**config.mk**
```make
export PLATFORM = sky130hd
export DESIGN_NAME = usf_top
export DESIGN_NICKNAME = d
export VERILOG_FILES = /design/src/usf_pkg.sv /design/src/usf_top.sv
export SDC_FILE = /design/constraint.sdc
export NUM_CORES = 1
export LEC_CHECK = 0
export BUFFER_PORTS_ARGS = -buffer_cell sky130_fd_sc_hd__buf_2
export CORE_MARGIN = 5
export CORE_UTILIZATION = 50
export CTS_BUF_LIST = sky130_fd_sc_hd__clkbuf_8
export CTS_CLUSTER_SIZE = 14
export DETAILED_ROUTE_END_ITERATION = 16
export HOLD_SLACK_MARGIN = 0.06
export PLACE_DENSITY = 0.81
export SKIP_LAST_GASP = 1
export SLEW_MARGIN = 20
export SYNTH_ARGS = -nofsm -noshare
export SYNTH_HDL_FRONTEND = slang
export SYNTH_SLANG_ARGS = --single-unit
export TNS_END_PERCENT = 30
```
**constraint.sdc**
```tcl
create_clock -name pclk -period 2.21 [get_ports pclk]
set_input_delay 0.1105 -clock pclk [delete_from_list [all_inputs] [get_ports pclk]]
set_output_delay 0.1105 -clock pclk [all_outputs]
set_load 0.05 [all_outputs]
```
**src/usf_pkg.sv**
```systemverilog
// Constants shared by the serial status flag block
package usf_pkg;
    // ------------------------------------------------------------
    // Bus and register map
    // ------------------------------------------------------------
    localparam int ADDR_W = 8;
    localparam int DATA_W = 9;
    localparam int CTRL_W = 4;
    localparam logic [7:0] STATUS_OFF = 8'h04;
    localparam logic [7:0] CONTROL_OFF = 8'h08;
    localparam logic [7:0] DATA_OFF = 8'h0c;
    // ------------------------------------------------------------
    // Status bit positions
    // ------------------------------------------------------------
    localparam int TXE_BIT = 7;
    localparam int TC_BIT = 6;
    localparam int RXF_BIT = 5;
    localparam int IDLE_BIT = 4;
    localparam int OVR_BIT = 3;
    localparam int NOISE_BIT = 2;
    localparam int FE_BIT = 1;
    localparam int PAR_BIT = 0;
    localparam logic [7:0] RX_FLAGS = 8'h3f;
    localparam logic [7:0] TX_FLAGS = 8'hc0;
    // ------------------------------------------------------------
    // Control bit positions
    // ------------------------------------------------------------
    localparam int LEN_BIT = 0;
    localparam int PCE_BIT = 1;
    localparam int PTS_BIT = 2;
    localparam int RWU_BIT = 3;
    // ------------------------------------------------------------
    // Reset values and counts
    // ------------------------------------------------------------
    localparam logic [7:0] STATUS_RST = 8'hc0;
    localparam logic [CTRL_W-1:0] CONTROL_RST = 4'h0;
    localparam logic [3:0] IDLE_ONES_8 = 4'ha;
    localparam logic [3:0] IDLE_ONES_9 = 4'hb;
    localparam logic [3:0] COUNT_ONE = 4'h1;
    localparam logic [3:0] COUNT_ZERO = 4'h0;
endpackage

```
**src/usf_top.sv**
```systemverilog
// Serial status flag logic with its APB register slave
//
// Operation
// Status read then data access clears flags
// Status register writes change nothing
// Shift register load sets transmit empty
// Armed data write clears transmit empty
// Complete flag low while anything sends
// Line idles high while complete set
// Queueing or armed write clears complete; the code clears it on any data write
// Frame to data register sets full
// Ten or eleven ones set idle
// Idle rearmed only by new frame
// Standby blocks idle flag setting
// Armed data read clears idle
// Second unread frame sets overrun
// Overrun frame discarded, data kept
// Armed data read clears overrun
// Noise set with full, not overrun
// Stop zero sets framing error
// Framing error blocks further reception
// Parity mismatch sets parity error
// Armed data read clears error flags
// Length bit selects nine or eight
// Wakeup bit is standby, hardware clears
// Only flags seen by read clear; the code also clears complete on any data write
`timescale 1ns/1ps
module usf_top (
    // Clock, reset and freeze
    input wire logic pclk,
    input wire logic presetn,
    input wire logic ce,
    // APB slave
    input wire logic psel,
    input wire logic penable,
    input wire logic pwrite,
    input wire logic [usf_pkg::ADDR_W-1:0] paddr,
    input wire logic [31:0] pwdata,
    output logic [31:0] prdata,
    output logic pready,
    output logic pslverr,
    // Transmitter core
    input wire logic tx_load,
    input wire logic tx_busy,
    input wire logic tx_queue,
    input wire logic tx_serial,
    output logic [usf_pkg::DATA_W-1:0] tx_data,
    output logic tx_empty,
    output logic txd,
    // Receiver core
    input wire logic rxd,
    input wire logic rx_bit_tick,
    input wire logic rx_frame_done,
    input wire logic [usf_pkg::DATA_W-1:0] rx_frame_data,
    input wire logic rx_parity_bit,
    input wire logic rx_noise,
    input wire logic rx_stop_zero,
    input wire logic rx_wakeup,
    // Receiver configuration
    output logic rx_blocked,
    output logic rx_standby,
    output logic nine_bit_mode,
    output logic parity_check_enable,
    output logic parity_type_select
);
    import usf_pkg::*;

    // ------------------------------------------------------------
    // Declarations
    // ------------------------------------------------------------
    logic [7:0] flags; // Status flags
    logic [7:0] next_flags; // Next status flags
    logic [7:0] snap; // Flags returned by last status read
    logic [CTRL_W-1:0] ctrl; // Control bits
    logic [DATA_W-1:0] rx_data; // Receive data register
    logic rxd_meta; // Sync stage one
    logic rxd_sync; // Sync stage two
    logic [3:0] ones_count; // Consecutive ones seen
    logic idle_armed; // Idle may be set
    logic apb_setup; // First access cycle
    logic apb_done; // Completing access cycle
    logic status_rd; // Status read completes
    logic data_rd; // Data read completes
    logic data_wr; // Data write completes
    logic ctrl_wr; // Control write completes
    logic frame_in; // Frame accepted for handling
    logic full_held; // Earlier frame still unread
    logic par_bad; // Received parity mismatch
    logic idle_hit; // Idle line reached this tick
    logic [3:0] idle_target; // Ones needed for idle

    // ------------------------------------------------------------
    // Helpers
    // ------------------------------------------------------------
    // Address match against one register
    function automatic logic hit(input logic [ADDR_W-1:0] a, input logic [7:0] off);
        hit = (a == off);
    endfunction

    // The slave inserts one wait state. The first access cycle raises
    // pready and the second one completes the transfer. Side effects of
    // a clear sequence happen only on the completing cycle, so an access
    // stretched by a low clock enable cannot clear a flag twice.
    // Bus phase decode
    assign apb_setup = psel && penable && !pready;
    assign apb_done = ce && psel && penable && pready;
    assign status_rd = apb_done && !pwrite && hit(paddr, STATUS_OFF);
    assign data_rd = apb_done && !pwrite && hit(paddr, DATA_OFF);
    assign data_wr = apb_done && pwrite && hit(paddr, DATA_OFF);
    assign ctrl_wr = apb_done && pwrite && hit(paddr, CONTROL_OFF);

    // Frame handling terms
    // A frame is ignored whole while a framing error stands
    assign frame_in = rx_frame_done && !flags[FE_BIT];
    assign full_held = flags[RXF_BIT] && !(data_rd && snap[RXF_BIT]);
    assign par_bad = (ctrl[LEN_BIT] ? ^rx_frame_data : ^rx_frame_data[7:0])
        ^ rx_parity_bit ^ ctrl[PTS_BIT];
    assign idle_target = ctrl[LEN_BIT] ? IDLE_ONES_9 : IDLE_ONES_8;
    assign idle_hit = rx_bit_tick && rxd_sync && (ones_count == idle_target - COUNT_ONE);

    // Configuration and transmit empty outputs straight from flops
    assign rx_blocked = flags[FE_BIT];
    assign rx_standby = ctrl[RWU_BIT];
    assign nine_bit_mode = ctrl[LEN_BIT];
    assign parity_check_enable = ctrl[PCE_BIT];
    assign parity_type_select = ctrl[PTS_BIT];
    assign tx_empty = flags[TXE_BIT];

    // ------------------------------------------------------------
    // APB slave
    // ------------------------------------------------------------
    // Ready one cycle into the access phase
    always_ff @(posedge pclk or negedge presetn) begin
        if (!presetn) begin
            pready <= 1'b0;
        end else if (ce) begin
            pready <= apb_setup;
        end
    end

    // Read data and error captured before ready
    always_ff @(posedge pclk or negedge presetn) begin
        if (!presetn) begin
            prdata <= 32'h0;
            pslverr <= 1'b0;
        end else if (ce && apb_setup) begin
            pslverr <= !(hit(paddr, STATUS_OFF) || hit(paddr, CONTROL_OFF)
                || hit(paddr, DATA_OFF));
            if (pwrite) begin
                prdata <= 32'h0;
            end else if (hit(paddr, STATUS_OFF)) begin
                prdata <= {24'h0, flags};
            end else if (hit(paddr, CONTROL_OFF)) begin
                prdata <= {28'h0, ctrl};
            end else if (hit(paddr, DATA_OFF)) begin
                prdata <= {23'h0, rx_data};
            end else begin
                prdata <= 32'h0;
            end
        end
    end

    // ------------------------------------------------------------
    // Control register
    // ------------------------------------------------------------
    // Software writes, wakeup clears standby
    always_ff @(posedge pclk or negedge presetn) begin
        if (!presetn) begin
            ctrl <= CONTROL_RST;
        end else if (ce) begin
            if (ctrl_wr) begin
                ctrl <= pwdata[CTRL_W-1:0];
            end else if (rx_wakeup) begin
                ctrl[RWU_BIT] <= 1'b0;
            end
        end
    end

    // Transmit data register, loaded by data writes
    always_ff @(posedge pclk or negedge presetn) begin
        if (!presetn) begin
            tx_data <= '0;
        end else if (ce && data_wr) begin
            tx_data <= pwdata[DATA_W-1:0];
        end
    end

    // Receive data register, kept on overrun
    always_ff @(posedge pclk or negedge presetn) begin
        if (!presetn) begin
            rx_data <= '0;
        end else if (ce && frame_in && !full_held) begin
            rx_data <= rx_frame_data;
        end
    end

    // ------------------------------------------------------------
    // Clear sequence snapshot
    // ------------------------------------------------------------
    // Status read arms, data access disarms its group
    // The snapshot is what software actually saw, so a flag that rises
    // after the status read survives the following data access, except complete on a data write
    always_ff @(posedge pclk or negedge presetn) begin
        if (!presetn) begin
            snap <= 8'h0;
        end else if (ce) begin
            if (status_rd) begin
                snap <= prdata[7:0];
            end else if (data_rd) begin
                snap <= snap & ~RX_FLAGS;
            end else if (data_wr) begin
                snap <= snap & ~TX_FLAGS;
            end
        end
    end

    // ------------------------------------------------------------
    // Status flags
    // ------------------------------------------------------------
    // Clears first, then sets, so sets win, except complete where clear wins
    always_comb begin
        next_flags = flags;
        // Transmit empty
        if (data_wr && snap[TXE_BIT]) begin
            next_flags[TXE_BIT] = 1'b0;
        end
        if (tx_load) begin
            next_flags[TXE_BIT] = 1'b1;
        end
        // Complete: clear wins over set
        if (tx_busy || tx_queue || data_wr || (data_wr && snap[TC_BIT])) begin
            next_flags[TC_BIT] = 1'b0;
        end else if (next_flags[TXE_BIT]) begin
            next_flags[TC_BIT] = 1'b1;
        end
        // Receive group cleared by armed data read
        if (data_rd) begin
            next_flags = next_flags & ~(snap & RX_FLAGS);
        end
        // Frame arrival
        if (frame_in) begin
            if (full_held) begin
                next_flags[OVR_BIT] = 1'b1;
            end else begin
                next_flags[RXF_BIT] = 1'b1;
                if (rx_noise) begin
                    next_flags[NOISE_BIT] = 1'b1;
                end
                if (rx_stop_zero) begin
                    next_flags[FE_BIT] = 1'b1;
                end
                if (ctrl[PCE_BIT] && par_bad) begin
                    next_flags[PAR_BIT] = 1'b1;
                end
            end
        end
        // Idle line
        if (idle_hit && idle_armed && !ctrl[RWU_BIT]) begin
            next_flags[IDLE_BIT] = 1'b1;
        end
    end

    // Flag register
    always_ff @(posedge pclk or negedge presetn) begin
        if (!presetn) begin
            flags <= STATUS_RST;
        end else if (ce) begin
            flags <= next_flags;
        end
    end

    // ------------------------------------------------------------
    // Idle line detection
    // ------------------------------------------------------------
    // Two-flop sync of the receive pin
    always_ff @(posedge pclk or negedge presetn) begin
        if (!presetn) begin
            rxd_meta <= 1'b1;
            rxd_sync <= 1'b1;
        end else if (ce) begin
            rxd_meta <= rxd;
            rxd_sync <= rxd_meta;
        end
    end

    // Count ones per bit tick, saturate at target
    // Saturation keeps a long idle line from setting the flag twice
    always_ff @(posedge pclk or negedge presetn) begin
        if (!presetn) begin
            ones_count <= COUNT_ZERO;
        end else if (ce && rx_bit_tick) begin
            if (!rxd_sync) begin
                ones_count <= COUNT_ZERO;
            end else if (ones_count < idle_target) begin
                ones_count <= ones_count + COUNT_ONE;
            end
        end
    end

    // Idle rearmed by a new frame, disarmed on clear
    always_ff @(posedge pclk or negedge presetn) begin
        if (!presetn) begin
            idle_armed <= 1'b1;
        end else if (ce) begin
            if (frame_in && !full_held) begin
                idle_armed <= 1'b1;
            end else if (flags[IDLE_BIT] && !next_flags[IDLE_BIT]) begin
                idle_armed <= 1'b0;
            end
        end
    end

    // ------------------------------------------------------------
    // Transmit line
    // ------------------------------------------------------------
    // Idle high while complete, else shifter bit
    // Registered so the pin never glitches between the two sources
    always_ff @(posedge pclk or negedge presetn) begin
        if (!presetn) begin
            txd <= 1'b1;
        end else if (ce) begin
            txd <= flags[TC_BIT] ? 1'b1 : tx_serial;
        end
    end
endmodule

```
Word level (Yosys, flattened, before mapping):

Index checks and enable logic that the tools add are counted.
W data, S select, Z words.

* $add $sub $neg: 2
* multiply operators: 0
* divide/modulo/power cells: 0
* $lt $le $gt $ge: 1
* equality and inequality tests: 6
* shift-type cells: 0
* mux-type cells: 30
* bitwise operators: 4
* reductions and logical operators: 53

Operators by type and width (count)
* $mux W9: 4
* $mux W8: 4
* $logic_and A1 B1 Y1: 28
* $mux W1: 18
* $eq A8 B4 Y1 const B: 2
* $mux W4: 3
* $reduce_and A2 Y1: 5
* $reduce_xor A9 Y1: 1
* $and A8 B8 Y8: 1
* $eq A8 B3 Y1 const B: 1
* $logic_not A1 Y1: 8
* $not A6 Y8: 1
* $reduce_bool A2 Y1: 4
* $reduce_xor A8 Y1: 1
* $logic_or A1 B1 Y1: 5
* $add A4 B1 Y4 const B: 1
* $eq A4 B4 Y1: 1
* $lt A4 B4 Y1: 1
* $sub A4 B1 Y4 const B: 1
* $mux W3: 1
* $reduce_and A3 Y1: 1
* $ne A2 B1 Y1 const B: 1
* $ne A2 B2 Y1 const B: 1
* $xor A1 B1 Y1: 2

* flip-flop bits (word level): 80
* bits in latches: 0
* bits in writable memories: 0
* ROM bits: 0
* bits of input ports: 66
* output and inout bits: 50
* word-level logic and storage cells: 111
* memories kept: 0

Depth between registers and ports, before layout:

* depth after elaboration: 17
* gate-level depth with buffers: 6
* gate-level depth less buffers: 6

Least setup slack after synthesis:

Ideal clock, no wire load.

* path type: register -> register
* start: register pready
* end: register rx_data[3]
* setup time: 0.125 ns
* arrival time: 1.920 ns
* data required time: 2.085 ns
* slack: 0.165 ns
* stages on the path, launching flop included: 6
* buffers on the path: 1
* period minus slack after synthesis: 2.045 ns
* cell sequence: dfrtp_1 > and4_1 > nand4_1 > a21oi_1 > buf_4 > mux2_2

* word-level cells in the longest chain between the ends: 8

Ends and longest elaborated chain
* from (decl): line usf_top.sv:40 `output logic pready,`
* from (signal assigned): line usf_top.sv:137 `pready <= apb_setup;`
* $logic_and A1 B1 Y1: line usf_top.sv:106 `assign apb_done = ce && psel && penable && pready;`
* $logic_and A1 B1 Y1 (2 in series): line usf_top.sv:108 `assign data_rd = apb_done && !pwrite && hit(paddr, DATA_OFF);`
* $logic_and A1 B1 Y1: line usf_top.sv:115 `assign full_held = flags[RXF_BIT] && !(data_rd && snap[RXF_BIT]);`
* $logic_not A1 Y1: line usf_top.sv:115
* $logic_and A1 B1 Y1: line usf_top.sv:115
* $logic_not A1 Y1: line usf_top.sv:192 `end else if (ce && frame_in && !full_held) begin`
* $logic_and A1 B1 Y1: line usf_top.sv:192
* to (signal assigned): line usf_top.sv:193 `rx_data <= rx_frame_data;`
* to (decl): line usf_top.sv:75 `logic [DATA_W-1:0] rx_data;`

Every way passes these cells.
A chain may end at the register's enable or synchronous reset.

Worst setup path in the final report:

Same ends and word-level chain as after synthesis.

==> impl_metrics.yaml <==
outcome:
  outcome: "finished, final reports clean"
sta:
  drv_slew: 0
  maxClockFrequency_mhz: 547
  fin_crit_sh_pct: 82.7
  fin_crit_ps: 1830
  tightest_slew_ps: 682
  rsz0062_at_grt: "no"
  setup_tns_ps: 0
  fin_skew_ps: 7.42
  postLayoutSetupSlackWorst_ps: 383
  maxSlewHeadroom_pct: 54.6
  final-hold-violation-count: 0
  finalSetupViolations: 0
clock_network:
  clockBufferDepth: 2
  cts_tree: "yes"
  root_buffer: "clkbuf_8"
  htreeDepth: 2
  numCtsBuffers: 5
  clock_latency_ps: 310
  clock_sinks: 56
  clk_transition_reported_paths_ps: 100
hold_path:
  hp-class: "in -> reg"
cells_and_area:
  multi_input_area_um2: 1240
  area_growth_pct: 24.8
  final_common_cell: "buf_2"
  fill_cells: 435
  nNetsFinal: 411
  mostFrequentLayoutCells: "buf_2 (69), dfrtp_1 (50), mux2_2 (27)"
  drive_gt1_share_pct: 36.3
  register_area_um2: 1410
  diodes: 0
floorplan:
  num_rows: 27
  initial_core_util_pct: 51.3
  coreArea_um2: 5470
  die_area_um2: 7210
  pin_count: 116
  die_h_um: 84.9
  die_x_um: 84.9
logic_synthesis:
  synth_enable_flop_cells: 0
  syn_inst: 244
  seq_area_frac_synth_pct: 50.2
  ys_warn_count: 0
  syn-mean-instance-area_um2: 11.5
  async_reset_ff_share_pct: 100
  ys_ff_latch: 56
  synth_cell_types: 46
  ys.flop_type: "dfrtp_1"
  netlist_area_um2: 2810
routing:
  firstDrtPassIters: 4
  drt_drc_violations_left: 0
  wl_um: 6530
  ant_nets: 0
  vias: 2125
  viasPerCell: 5.11
  routedWlPerCell_um: 15.7
  drt_iter0_markers: 149
worst_setup_path:
  required_ps: 2410
  crit_type: "reg -> reg"
  critPathMaxFanout: 12
  arrival_ps: 2020
  cp-start-kind: "register"
  crit_path_end_kind: "register"
global_route:
  grtUsageTotal_pct: 18.8
  grt_pass1_vias: 2256
  grt_antenna_before_repair: 0
  grt_pass1_wl_um: 10800
  gr-total-overflow: 0
  grt_max_degree: 57
pwr:
  leakagePower_nw: 1.71
  vdd_drop_max_mv: 0.379
  power.density_nw_per_um2: 618
flow_run:
  maxCapViolCount: 0
placement:
  place_ws_ps: 325
  gp_congestion: 0.841
  dpl.hpwl_um: 4690
  portBuffers: 69
-- worst max-delay path, stage by stage (launching register included) --
cell and delay (ps):
dfrtp_1 430, and4_1 280, nand4_1 120, a21oi_1 270, buf_4 260, mux2_2 350
-- worst paths after layout --
path | startpoint | end | slack, ps | depth (start not counted)
setup / recovery | pready | rx_data[3] | 380 | 5
hold / removal | rx_frame_data[0] | rx_data[0] | 70 | 2
setup reg to reg | pready | rx_data[3] | 380 | 5
hold reg to reg | rxd_meta | rxd_sync | 490 | 2
max in group asynchronous | presetn | tx_data[8] | 1300 | 3
min in group asynchronous | presetn | prdata[2] | 450 | 3
-- repair_timing --
item,4_1_cts,5_1_grt
endpoints found under the hold margin,73,2
hold buffers,20,2
buffers inserted,0,0
gates resized for setup,0,0
-- layer usage --
layer / vias up / track usage (%) / share of wire, %
met1: 1017 / 23.7 / 43
li1: 1016 / - / -
met2: 80 / 31.7 / 48
met4: 0 / 5.76 / 1.9
met5: - / 0 / 0
met3: 12 / 4.95 / 6.9
-- through the flow --
step | hold slack (ps) | cells | util [%] | cell area, um2 | power [W]
floorplan | -185 | 266 | - | 2890 | 0.00148
global placement | 287 | 386 | 58.3 | 3190 | 0.00157
detailed placement | 288 | 386 | 58.3 | 3190 | 0.00158
CTS | 62.6 | 414 | 63.6 | 3480 | 0.00218
global route | 69.2 | 416 | 64.0 | 3500 | 0.00227
finish | 72.6 | 416 | 64.0 | 3500 | 0.00217
-- cell families after synthesis --
group	count (synthesis)	share of synthesized area (%)
XOR/XNOR	10	3.61
buffers and inverters	41	8.73
multiplexers	38	14.8
AND/OR/NAND/NOR	56	11.8
adder cells (fa/ha/maj)	2	0.891
AO/OA/AOI/OAI	40	9.89
other	1	0.134
flip-flops	56	50.2
-- report_power, final --
group | switching, W | internal (W) | leakage (nW) | total [W]
registers | 0.0000539 | 0.00111 | 0.722 | 0.00116
logic | 0.000253 | 0.000179 | 0.937 | 0.000432
clock network | 0.000323 | 0.000251 | 0.0486 | 0.000573
-- flip-flops by register name, summed over array words and instances, names as in the netlist --
name / cells
txd: 1
rx_data: 9
rxd_sync: 1
ctrl: 4
ones_count: 4
pready: 1
tx_data: 9
rxd_meta: 1
idle_armed: 1
flags: 8
snap: 7
prdata: 9
pslverr: 1
-- Yosys cell counts, types with 5 or more instances --
cell type | number | area share [%]
inv_1 | 11 | 1.5
dfstp_2 | 6 | 5.6
clkbuf_1 | 5 | 0.67
o22ai_1 | 8 | 1.8
dfrtp_1 | 50 | 45
mux2_2 | 27 | 11
mux2i_1 | 11 | 3.9
buf_4 | 24 | 6.4
nand3_1 | 6 | 1.1
nor2_1 | 7 | 0.94
nand2_1 | 20 | 2.7
o21ai_0 | 6 | 1.1
xnor2_1 | 9 | 2.8
-- final cells by class --
cell class,count,area share [%]
Inverter,11,1.18
Clock buffer,6,2.36
Multi-Input combinational cell,169,35.3
Clock inverter,2,0.321
Tap cell,72,2.57
Timing Repair Buffer,100,18.1
Sequential cell,56,40.2
No activity file was read; power rests on OpenSTA's default activity.
